[src/hw/mqp_consts.svh]
`ifndef MQP_CONSTS_SVH
`define MQP_CONSTS_SVH
// register byte offsets
`define MQP_OFS_IFL_HEAD_BUMP  12'h518
`define MQP_OFS_IPL_TAIL_PTR   12'h51c
`define MQP_OFS_IPL_TAIL_BUMP  12'h520
`define MQP_OFS_IPL_HEAD_PTR   12'h524
`define MQP_OFS_OFL_TAIL_PTR   12'h528
`define MQP_OFS_OFL_TAIL_BUMP  12'h52c
`define MQP_OFS_OFL_HEAD_PTR   12'h530
`define MQP_OFS_IFL_TAIL_PTR   12'h540
`define MQP_OFS_IFL_HEAD_PTR   12'h544
`define MQP_OFS_REGION_CFG     12'h548
// field layout
`define MQP_OFF_W              18
`define MQP_BASE_W             12
`define MQP_BASE_LSB           20
`define MQP_BUMP_BIT           0
`define MQP_DEPTH_W            3
`define MQP_STEP               18'h00004
`define MQP_OFF_RESET          18'h00000
`define MQP_BASE_RESET         12'h000
`define MQP_DEPTH_RESET        3'h0
`endif

[src/hw/mqp_pkg.sv]
package mqp_pkg;
    // one of the six list offsets kept here
    typedef enum logic [2:0]
    {
        MQP_IFL_TAIL = 3'h0,
        MQP_IFL_HEAD = 3'h1,
        MQP_IPL_TAIL = 3'h2,
        MQP_IPL_HEAD = 3'h3,
        MQP_OFL_TAIL = 3'h4,
        MQP_OFL_HEAD = 3'h5
    } mqp_ptr_t;
endpackage

[src/hw/mqp_ptr.sv]
`timescale 1ns/1ps
`include "mqp_consts.svh"
// one list offset: software load wins over a hardware step
module mqp_ptr
    import mqp_pkg::*;
(
    input  wire logic                   i_clk,
    input  wire logic                   i_rst_n,
    input  wire logic                   i_load,
    input  wire logic [`MQP_OFF_W-1:0]  i_load_val,
    input  wire logic                   i_step,
    input  wire logic [`MQP_DEPTH_W-1:0] i_depth,
    output logic      [`MQP_OFF_W-1:0]  o_off
);
    logic [`MQP_OFF_W-1:0] off;
    logic [`MQP_OFF_W-1:0] next_off;
    logic [`MQP_OFF_W-1:0] wrap_mask;
    logic [`MQP_OFF_W-1:0] sum;

    ////////////////////////////////////////////////////////////////
    // next offset
    always_comb
    begin
        unique case (i_depth)
            3'h0:    wrap_mask = 18'h003fc;
            3'h1:    wrap_mask = 18'h00ffc;
            3'h2:    wrap_mask = 18'h03ffc;
            3'h3:    wrap_mask = 18'h0fffc;
            default: wrap_mask = 18'h3fffc;
        endcase
        sum = off + `MQP_STEP;
        next_off = off;
        if (i_load)
            next_off = {i_load_val[`MQP_OFF_W-1:2], 2'b00};
        else if (i_step)
            next_off = (off & ~wrap_mask) | (sum & wrap_mask);
    end

    always_ff @(posedge i_clk)
    begin
        if (!i_rst_n)
            off <= `MQP_OFF_RESET;
        else
            off <= next_off;
    end

    assign o_off = off;

    property p_wrap;
        @(posedge i_clk) disable iff (!i_rst_n)
        (i_step && !i_load)
            |=> ((o_off & ~$past(wrap_mask)) == ($past(o_off) & ~$past(wrap_mask)));
    endproperty
    a_wrap: assert property (p_wrap) else $error("step changed bits above depth");

    property p_low_zero;
        @(posedge i_clk) disable iff (!i_rst_n)
        1'b1 |-> (o_off[1:0] == 2'b00);
    endproperty
    a_low_zero: assert property (p_low_zero) else $error("offset low bits nonzero");
endmodule

[src/hw/mqp_regs.sv]
`timescale 1ns/1ps
`include "mqp_consts.svh"
// How it works
// - bump bit steps inbound free head
// - bump bit steps inbound post tail
// - bump bit steps outbound free tail
// - inbound port write steps post head
// - outbound port write steps free head
// - region base read-only in upper bits
// - 18-bit offset, low two bits zero
// - software seeds heads, hardware then advances
// - primary reset clears offsets, base and depth
// - bump bit sits in lowest byte
// - step wraps within depth-selected bits
// - base mirrored into every pointer
// - inbound port read steps free tail
module mqp_regs
    import mqp_pkg::*;
(
    input  wire logic        i_clk,
    input  wire logic        i_rst_n,
    input  wire logic        i_reg_wr,
    input  wire logic        i_reg_rd,
    input  wire logic [11:0] i_reg_addr,
    input  wire logic [31:0] i_reg_wdata,
    input  wire logic        i_in_port_wr,
    input  wire logic        i_in_port_rd,
    input  wire logic        i_out_port_wr,
    output logic      [31:0] o_reg_rdata,
    output logic             o_reg_ack
);
    localparam int NPTR = 6;

    logic [`MQP_BASE_W-1:0]  base;
    logic [`MQP_BASE_W-1:0]  next_base;
    logic [`MQP_DEPTH_W-1:0] depth;
    logic [`MQP_DEPTH_W-1:0] next_depth;
    logic [31:0]             rdata;
    logic [31:0]             next_rdata;
    logic                    ack;
    logic                    next_ack;
    logic [NPTR-1:0]         load;
    logic [NPTR-1:0]         step;
    logic [NPTR-1:0]         bump;
    logic [`MQP_OFF_W-1:0]   off [NPTR];

    ////////////////////////////////////////////////////////////////
    // write decode per pointer
    always_comb
    begin
        load = '0;
        bump = '0;
        if (i_reg_wr)
        begin
            unique case (i_reg_addr)
                `MQP_OFS_IFL_TAIL_PTR: load[MQP_IFL_TAIL] = 1'b1;
                `MQP_OFS_IFL_HEAD_PTR: load[MQP_IFL_HEAD] = 1'b1;
                `MQP_OFS_IPL_TAIL_PTR: load[MQP_IPL_TAIL] = 1'b1;
                `MQP_OFS_IPL_HEAD_PTR: load[MQP_IPL_HEAD] = 1'b1;
                `MQP_OFS_OFL_TAIL_PTR: load[MQP_OFL_TAIL] = 1'b1;
                `MQP_OFS_OFL_HEAD_PTR: load[MQP_OFL_HEAD] = 1'b1;
                `MQP_OFS_IFL_HEAD_BUMP:
                    bump[MQP_IFL_HEAD] = i_reg_wdata[`MQP_BUMP_BIT];
                `MQP_OFS_IPL_TAIL_BUMP:
                    bump[MQP_IPL_TAIL] = i_reg_wdata[`MQP_BUMP_BIT];
                `MQP_OFS_OFL_TAIL_BUMP:
                    bump[MQP_OFL_TAIL] = i_reg_wdata[`MQP_BUMP_BIT];
                default: ;
            endcase
        end
        // bump is a strobe, no storage
        step = bump;
        step[MQP_IFL_TAIL] = i_in_port_rd;
        step[MQP_IPL_HEAD] = i_in_port_wr;
        step[MQP_OFL_HEAD] = i_out_port_wr;
    end

    ////////////////////////////////////////////////////////////////
    // one offset register per list pointer
    // hardware advance after software seed
    for (genvar g = 0; g < NPTR; g++)
    begin : g_ptr
        mqp_ptr u_ptr
        (
            .i_clk      (i_clk),
            .i_rst_n    (i_rst_n),
            .i_load     (load[g]),
            .i_load_val (i_reg_wdata[`MQP_OFF_W-1:0]),
            .i_step     (step[g]),
            .i_depth    (depth),
            .o_off      (off[g])
        );
    end

    ////////////////////////////////////////////////////////////////
    // region config and read path
    always_comb
    begin
        next_base  = base;
        next_depth = depth;
        if (i_reg_wr && i_reg_addr == `MQP_OFS_REGION_CFG)
        begin
            next_base  = i_reg_wdata[`MQP_BASE_LSB +: `MQP_BASE_W];
            next_depth = i_reg_wdata[`MQP_DEPTH_W-1:0];
        end
        next_ack   = i_reg_wr | i_reg_rd;
        next_rdata = 32'h00000000;
        if (i_reg_rd)
        begin
            unique case (i_reg_addr)
                `MQP_OFS_IFL_TAIL_PTR:
                    next_rdata = {base, 2'b00, off[MQP_IFL_TAIL]};
                `MQP_OFS_IFL_HEAD_PTR:
                    next_rdata = {base, 2'b00, off[MQP_IFL_HEAD]};
                `MQP_OFS_IPL_TAIL_PTR:
                    next_rdata = {base, 2'b00, off[MQP_IPL_TAIL]};
                `MQP_OFS_IPL_HEAD_PTR:
                    next_rdata = {base, 2'b00, off[MQP_IPL_HEAD]};
                `MQP_OFS_OFL_TAIL_PTR:
                    next_rdata = {base, 2'b00, off[MQP_OFL_TAIL]};
                `MQP_OFS_OFL_HEAD_PTR:
                    next_rdata = {base, 2'b00, off[MQP_OFL_HEAD]};
                `MQP_OFS_REGION_CFG:
                    next_rdata = {base, 17'h00000, depth};
                // bump registers and unmapped read zero
                default: next_rdata = 32'h00000000;
            endcase
        end
    end

    always_ff @(posedge i_clk)
    begin
        if (!i_rst_n)
        begin
            base  <= `MQP_BASE_RESET;
            depth <= `MQP_DEPTH_RESET;
            rdata <= 32'h00000000;
            ack   <= 1'b0;
        end
        else
        begin
            base  <= next_base;
            depth <= next_depth;
            rdata <= next_rdata;
            ack   <= next_ack;
        end
    end

    assign o_reg_rdata = rdata;
    assign o_reg_ack   = ack;

    ////////////////////////////////////////////////////////////////
    // checks
    property p_in_wr;
        @(posedge i_clk) disable iff (!i_rst_n)
        (i_in_port_wr && !load[MQP_IPL_HEAD])
            |=> off[MQP_IPL_HEAD][9:0] == $past(off[MQP_IPL_HEAD][9:0]) + 10'h004
                && ($past(depth) != 3'h4
                    || off[MQP_IPL_HEAD] == $past(off[MQP_IPL_HEAD]) + 18'h00004);
    endproperty
    a_in_wr: assert property (p_in_wr) else $error("post head not stepped");

    property p_out_wr;
        @(posedge i_clk) disable iff (!i_rst_n)
        (i_out_port_wr && !load[MQP_OFL_HEAD])
            |=> off[MQP_OFL_HEAD][9:0] == $past(off[MQP_OFL_HEAD][9:0]) + 10'h004
                && ($past(depth) != 3'h4
                    || off[MQP_OFL_HEAD] == $past(off[MQP_OFL_HEAD]) + 18'h00004);
    endproperty
    a_out_wr: assert property (p_out_wr) else $error("free head not stepped");

    property p_in_rd;
        @(posedge i_clk) disable iff (!i_rst_n)
        (i_in_port_rd && !load[MQP_IFL_TAIL])
            |=> off[MQP_IFL_TAIL][9:0] == $past(off[MQP_IFL_TAIL][9:0]) + 10'h004
                && ($past(depth) != 3'h4
                    || off[MQP_IFL_TAIL] == $past(off[MQP_IFL_TAIL]) + 18'h00004);
    endproperty
    a_in_rd: assert property (p_in_rd) else $error("free tail not stepped");

    property p_bump1;
        @(posedge i_clk) disable iff (!i_rst_n)
        (i_reg_wr && i_reg_addr == `MQP_OFS_IFL_HEAD_BUMP && i_reg_wdata[0])
            |=> off[MQP_IFL_HEAD][9:0] == $past(off[MQP_IFL_HEAD][9:0]) + 10'h004
                && ($past(depth) != 3'h4
                    || off[MQP_IFL_HEAD] == $past(off[MQP_IFL_HEAD]) + 18'h00004);
    endproperty
    a_bump1: assert property (p_bump1) else $error("free head bump lost");

    property p_bump2;
        @(posedge i_clk) disable iff (!i_rst_n)
        (i_reg_wr && i_reg_addr == `MQP_OFS_IPL_TAIL_BUMP && i_reg_wdata[0])
            |=> off[MQP_IPL_TAIL][9:0] == $past(off[MQP_IPL_TAIL][9:0]) + 10'h004
                && ($past(depth) != 3'h4
                    || off[MQP_IPL_TAIL] == $past(off[MQP_IPL_TAIL]) + 18'h00004);
    endproperty
    a_bump2: assert property (p_bump2) else $error("post tail bump lost");

    property p_bump3;
        @(posedge i_clk) disable iff (!i_rst_n)
        (i_reg_wr && i_reg_addr == `MQP_OFS_OFL_TAIL_BUMP && i_reg_wdata[0])
            |=> off[MQP_OFL_TAIL][9:0] == $past(off[MQP_OFL_TAIL][9:0]) + 10'h004
                && ($past(depth) != 3'h4
                    || off[MQP_OFL_TAIL] == $past(off[MQP_OFL_TAIL]) + 18'h00004);
    endproperty
    a_bump3: assert property (p_bump3) else $error("free tail bump lost");

    property p_bump_zero;
        @(posedge i_clk) disable iff (!i_rst_n)
        (i_reg_rd && i_reg_addr == `MQP_OFS_OFL_TAIL_BUMP) |=> o_reg_rdata == 32'h0;
    endproperty
    a_bump_zero: assert property (p_bump_zero) else $error("bump reads nonzero");

    property p_sw_wins;
        @(posedge i_clk) disable iff (!i_rst_n)
        (i_reg_wr && i_reg_addr == `MQP_OFS_IPL_HEAD_PTR && i_in_port_wr)
            |=> off[MQP_IPL_HEAD] == {$past(i_reg_wdata[17:2]), 2'b00};
    endproperty
    a_sw_wins: assert property (p_sw_wins) else $error("write lost to step");

    property p_base_ro;
        @(posedge i_clk) disable iff (!i_rst_n)
        (i_reg_rd && i_reg_addr == `MQP_OFS_IPL_HEAD_PTR)
            |=> o_reg_rdata[31:20] == $past(base);
    endproperty
    a_base_ro: assert property (p_base_ro) else $error("base not mirrored");

    property p_reset;
        @(posedge i_clk)
        !i_rst_n |=> (off[MQP_OFL_HEAD] == 18'h0 && base == 12'h0);
    endproperty
    a_reset: assert property (p_reset) else $error("reset left state");

    ////////////////////////////////////////////////////////////////
    // more checks: loads, read-back layout, bump strobes
    property p_sw_wins_out;
        @(posedge i_clk) disable iff (!i_rst_n)
        (i_reg_wr && i_reg_addr == `MQP_OFS_OFL_HEAD_PTR && i_out_port_wr)
            |=> off[MQP_OFL_HEAD] == {$past(i_reg_wdata[17:2]), 2'b00};
    endproperty
    a_sw_wins_out: assert property (p_sw_wins_out) else $error("write lost to step");

    property p_tail_load;
        @(posedge i_clk) disable iff (!i_rst_n)
        (i_reg_wr && i_reg_addr == `MQP_OFS_IPL_TAIL_PTR)
            |=> off[MQP_IPL_TAIL] == {$past(i_reg_wdata[17:2]), 2'b00};
    endproperty
    a_tail_load: assert property (p_tail_load) else $error("tail load wrong");

    property p_gap_zero;
        @(posedge i_clk) disable iff (!i_rst_n)
        (i_reg_rd && i_reg_addr == `MQP_OFS_IPL_HEAD_PTR)
            |=> (o_reg_rdata[19:18] == 2'b00 && o_reg_rdata[1:0] == 2'b00);
    endproperty
    a_gap_zero: assert property (p_gap_zero) else $error("spare bits nonzero");

    property p_base_keep;
        @(posedge i_clk) disable iff (!i_rst_n)
        (i_reg_wr && i_reg_addr == `MQP_OFS_IPL_HEAD_PTR)
            |=> base == $past(base);
    endproperty
    a_base_keep: assert property (p_base_keep) else $error("pointer write moved base");

    property p_tail_mirror;
        @(posedge i_clk) disable iff (!i_rst_n)
        (i_reg_rd && i_reg_addr == `MQP_OFS_IPL_TAIL_PTR)
            |=> o_reg_rdata[31:20] == $past(base);
    endproperty
    a_tail_mirror: assert property (p_tail_mirror) else $error("base not in tail");

    property p_cfg_write;
        @(posedge i_clk) disable iff (!i_rst_n)
        (i_reg_wr && i_reg_addr == `MQP_OFS_REGION_CFG)
            |=> (base == $past(i_reg_wdata[31:20]) && depth == $past(i_reg_wdata[2:0]));
    endproperty
    a_cfg_write: assert property (p_cfg_write) else $error("config write lost");

    property p_bump_noop;
        @(posedge i_clk) disable iff (!i_rst_n)
        (i_reg_wr && i_reg_addr == `MQP_OFS_IPL_TAIL_BUMP && !i_reg_wdata[0])
            |=> off[MQP_IPL_TAIL] == $past(off[MQP_IPL_TAIL]);
    endproperty
    a_bump_noop: assert property (p_bump_noop) else $error("zero bump moved tail");

    property p_bump_zero_in;
        @(posedge i_clk) disable iff (!i_rst_n)
        (i_reg_rd && i_reg_addr == `MQP_OFS_IPL_TAIL_BUMP) |=> o_reg_rdata == 32'h0;
    endproperty
    a_bump_zero_in: assert property (p_bump_zero_in) else $error("bump reads nonzero");

    property p_bump_zero_ifl;
        @(posedge i_clk) disable iff (!i_rst_n)
        (i_reg_rd && i_reg_addr == `MQP_OFS_IFL_HEAD_BUMP) |=> o_reg_rdata == 32'h0;
    endproperty
    a_bump_zero_ifl: assert property (p_bump_zero_ifl) else $error("bump reads nonzero");

    // bus outputs quiet while reset is low
    property p_reset_bus;
        @(posedge i_clk)
        !i_rst_n |=> (!o_reg_ack && o_reg_rdata == 32'h0 && depth == 3'h0);
    endproperty
    a_reset_bus: assert property (p_reset_bus) else $error("reset left bus state");
endmodule

[config.mk]
export PLATFORM = sky130hd
export DESIGN_NAME = mqp_regs
export DESIGN_NICKNAME = d
export VERILOG_FILES = /design/src/hw/mqp_pkg.sv /design/src/hw/mqp_ptr.sv /design/src/hw/mqp_regs.sv
export VERILOG_INCLUDE_DIRS = /design/src /design/src/hw
export SDC_FILE = /design/constraint.sdc
export NUM_CORES = 1
export LEC_CHECK = 0
export ABC_AREA = 1
export BUFFER_PORTS_ARGS = -buffer_cell sky130_fd_sc_hd__buf_2
export CORE_MARGIN = 1.5
export CORE_UTILIZATION = 30
export CTS_CLUSTER_SIZE = 25
export DETAILED_ROUTE_END_ITERATION = 8
export PLACE_DENSITY = 0.52
export RECOVER_POWER = 25
export SYNTH_ARGS = -nofsm -noshare
export SYNTH_HDL_FRONTEND = slang
export SYNTH_HIERARCHICAL = 1
export SYNTH_SLANG_ARGS = --single-unit
[constraint.sdc]
create_clock -name i_clk -period 2.5 [get_ports i_clk]
set_input_delay 0.375 -clock i_clk [delete_from_list [all_inputs] [get_ports i_clk]]
set_output_delay 0.375 -clock i_clk [all_outputs]
set_load 0.03 [all_outputs]
* Word-level counts from Yosys, hierarchy flattened
Cells that the tools add are included.
** Operators by class
- $add $sub $neg :: 6
- Multiply operators :: 0
- Div/mod/pow operators :: 0
- Order comparisons :: 0
- Eq/ne operators :: 13
- Shifts and indexed selects :: 0
- Mux-type cells :: 26
- Bitwise logic cells :: 21
- Reductions and logical operators :: 15
** Operators with widths (number)
- one-hot mux 32 bit (7 select lines) :: 1
- bitwise AND 18 bit :: 12
- two-way mux 18 bit :: 12
- equality test 12 x 11 -> 1 bit, second input constant :: 10
- adder 18 x 3 -> 18 bit, second input constant :: 6
- bitwise OR 18 bit :: 6
- one-hot mux 18 bit (4 select lines) :: 1
- inverter 18 bit :: 1
- nonzero test 2 bit :: 6
- OR reduction 2 bit :: 6
- two-way mux 1 bit :: 10
- equality test 3 x 2 -> 1 bit, second input constant :: 2
- two-way mux 6 bit :: 1
- equality test 3 x 1 -> 1 bit, second input constant :: 1
- logical NOT 3 bit :: 1
- two-way mux 2 bit :: 1
- AND reduction 2 bit :: 1
- logical AND 1 bit :: 1
- inverter 1 bit :: 1
- bitwise OR 1 bit :: 1
** Word-level totals
- Flip-flop bits (word level) :: 156
- Latch bits :: 0
- Memory bits (writable) :: 0
- Memory bits (read-only) :: 0
- Logic and storage cells :: 97
- Memories kept :: 0

* Depth between registers and ports, before layout
- Depth after elaboration :: 7
- Gate-level depth with buffers :: 13

* By module
The synthesis kept the hierarchy.
** Modules (own cells, without submodules)
- mqp_ptr :: times used 6, cells an instance 176, area an instance 1133.6 um^2, seq. area each 320.3 um^2
- mqp_regs :: times used 1, cells an instance 486, area an instance 2922.8 um^2, seq. area each 920.9 um^2

* Least setup slack after synthesis
No wires, ideal clock.
- Path kind :: input-to-reg
- Start :: in i_reg_addr[1]
- End :: reg (tool-made name)
- Setup time :: 0.071 ns
- Arrival time :: 2.432 ns
- Required time :: 2.429 ns
- Setup slack :: -0.003 ns
- Stages :: 12
- Path through :: or2_1 buf_6 nor2_4 buf_6 buf_2 nor4b_1 inv_2 nor2_4 nand2_1 nor2_1 nand3_1 a21oi_1
** RTL lines
- start, declared :: line mqp_regs.sv:24 : input wire logic [11:0] i_reg_addr,

==> run_results.csv <==
group,metric,value,unit
finish,syn2layout_area_growth,15.13,%
sta,slew_headroom,0.3604,
global_routing,track_usage,0.2095,
synthesis,synth-main-ff-cell,"dfxtp_1",
sta,rsz0062_at_grt,"no",
global_routing,antenna_found_initial,1,
drt,drt_iter0_drc,925,
cts,cts.sinks,142,
cts,cts_tree,"yes",
worst_setup_path,startpoint,"i_reg_addr[1]",
hold_path,min_path_type,"input port to register",
drt,wire_per_inst,16.96,µm
synthesis,synthTopCellsByArea,"dfxtp_1 (29%), nand2_1 (16%), nand3_1 (8.9%), inv_1 (6.8%), nor2_1 (5.2%)",
sta,fmax,0.4914,GHz
cts,htree_levels,4,
drt,drc_errors,0,
synthesis,synth.cell_area,9724,µm²
sta,period_minus_slack,2.035,ns
worst_setup_path,cp_cell_sequence,"buf_2 > or2_1 > nor2_1 > nand2_1 > nor2_1 > buf_12 > nor2_4 > inv_2 > o21ai_0 > a22oi_1 > a21oi_2",
worst_setup_path,slowest_delay,0.37,ns
cts,clkTransAtPathRegs,0.06,ns
sta,min_period_over_period,0.8140,
sta,setup_tns,0,ns
worst_setup_path,cp-end-kind,"register",
synthesis,ys_types,34,
finish,drive_gt1_frac,0.1587,
worst_setup_path,cp_max_fo,18,
cts,clk_latency,0.44,ns
power,p_leak,4.652,nW
floorplanning,core_area,31720,µm²
worst_setup_path,worst_r2r_startpoint,"depth[2]",
floorplanning,die_w,183.0,µm
synthesis,synth_edf_count,0,
cts,clockRootBuffer,"clkbuf_16",
worst_setup_path,path_class,"input port to register",
sta,slew_violations,0,
drt,via_per_inst,4.940,
global_routing,grt_start_max_net_pins,31,
synthesis,synth.largest_area_cell,"dfxtp_1",
finish,num-nets-final,1676,
synthesis,postSynthCellCount,1542,
hold_path,hp-start,"i_reg_rd",
global_routing,overflow,0,
synthesis,yosysSeqAreaShare,0.2923,
drt,ant_nets,0,
worst_setup_path,cp-start-kind,"input port",
drt,totalWireLength,34490,µm
sta,worst_pin_slew,0.9594,ns
floorplanning,rows,65,
synthesis,async_flop_share,0,
cts,numCtsBuffers,17,
finish,utilization,0.3530,
sta,setup_viol_count_final,0,
finish,layout_common_cells,"nand2_1 (406), inv_1 (175), nand3_1 (172)",
drt,vias,10050,
cts,clk_path_buf_depth,2,
synthesis,synth_top_cell_area_share,0.2923,
worst_setup_path,crit_top_cell,"nor2_1",
power,ir_worst_vdd,0.0004618,V
power,power_density,482.6,nW/µm²
synthesis,synth_warnings,6,
sta,hold_slack,0.1551,ns
finish,antenna_cells,0,
floorplanning,pin_count,84,
cts,ctsResizeCount,0,
worst_setup_path,critPathTopFamily,"simple AND/OR/NAND/NOR gates",
finish,final_common_cell,"nand2_1",
placement,gp_congestion,0.9377,
sta,finalHoldViolations,0,
floorplanning,dieArea,33500,µm²
synthesis,synth_seq_cells,142,
worst_setup_path,cp.required,2.81,ns
placement,dp_hpwl,25730,µm
power,p_total,0.005403,W
worst_setup_path,path_buf_inv,3,
worst_setup_path,arrival,2.34,ns
finish,nFillCells,3486,
global_routing,grt_pass1_wl,52960,µm
synthesis,syn_area_per_cell,6.306,µm²
placement,numPortBuffers,79,
sta,finClkSkew,0.01128,ns
floorplanning,initial_core_util,0.3066,
floorplanning,die_h,183.0,µm
drt,dr.pass1.iters,5,
cts,cts_setup_buffers,0,
flow_run,cap_violations,0,
cts,hold_buffers,0,
run_status,status,"completed",
worst_setup_path,crit_slowest_cell,"nor2_1",
global_routing,grt_pass1_vias,9178,
==> cell families (layout without fill, tap and decap cells) <==
group / after synthesis / in the layout / synth area share
other: 7 / 14 / 0.002703
xor gates and xnor gates: 24 / 24 / 0.02162
AOI/OAI and AO/OA: 235 / 235 / 0.1433
buffers and inverters: 262 / 345 / 0.1172
DFF: 142 / 142 / 0.2923
adders and majority gates: 6 / 6 / 0.007720
and+or+nand+nor: 866 / 866 / 0.4151
==> worst paths after layout <==
| kind | end | slack [ns] | depth (start not counted) |
|---|---|---|---|
| worst max register to register | register | 1.02 | 6 |
| worst max-delay path | register | 0.47 | 11 |
| worst min register to register | o_reg_rdata[22] | 0.43 | 2 |
| worst min-delay path | o_reg_ack | 0.16 | 3 |
==> worst min-delay path: stages <==
cell	delay (ns)
buf_2	0.08
nand2_1	0.06
nand2_1	0.05
==> per-layer routing <==
metal	track usage	part of all wire
met1	0.2989	0.49
met2	0.3253	0.43
met4	0.05049	0.016
met5	0	0.00035
met3	0.03773	0.065
==> stage by stage <==
step	instance area, µm²	std cells	worst slack (ns)
2_1_floorplan	9757	1549	0.2690
3_3_place_gp	10610	2002	0.1749
3_5_place_dp	10610	2002	0.1519
4_1_cts	11260	2034	0.6245
5_1_grt	11200	2034	0.2328
6_report	11200	2034	0.4651
==> cells in the mapped netlist (7+ instances only) <==
cell and n:
nand2_2 27, buf_2 17, inv_2 30, nor2_4 34, o21ai_0 55, dfxtp_1 142, nand2_1 406, a22oi_1 42
nand3_1 172, nand3b_1 12, o21ai_1 18, nor2_2 55, nand4_1 18, buf_4 23, a21boi_0 12, clkbuf_1 11
xor2_1 12, xnor2_1 12, a21oi_1 84, nor2_1 136, conb_1 7, inv_1 175
==> final cells by class <==
class / instances / area (µm²) / share of cell area
multi-input cells: 1145 / 5754 / 0.5140
flip-flops and latches: 142 / 2843 / 0.2539
inverters: 205 / 769.5 / 0.06873
repair buffers: 108 / 673.1 / 0.06013
well taps: 402 / 503.0 / 0.04493
clock buffers: 23 / 498.0 / 0.04448
clock inverters: 9 / 155.1 / 0.01386
==> report_power, final <==
part / total (W) / switching, W / internal, W
sequential: 0.00228 / 0.0000112 / 0.00227
combinational: 0.000257 / 0.000195 / 0.0000625
clock: 0.00286 / 0.00106 / 0.00180
total: 0.00540 / 0.00126 / 0.00414
Power figures use the tool's default switching activity.
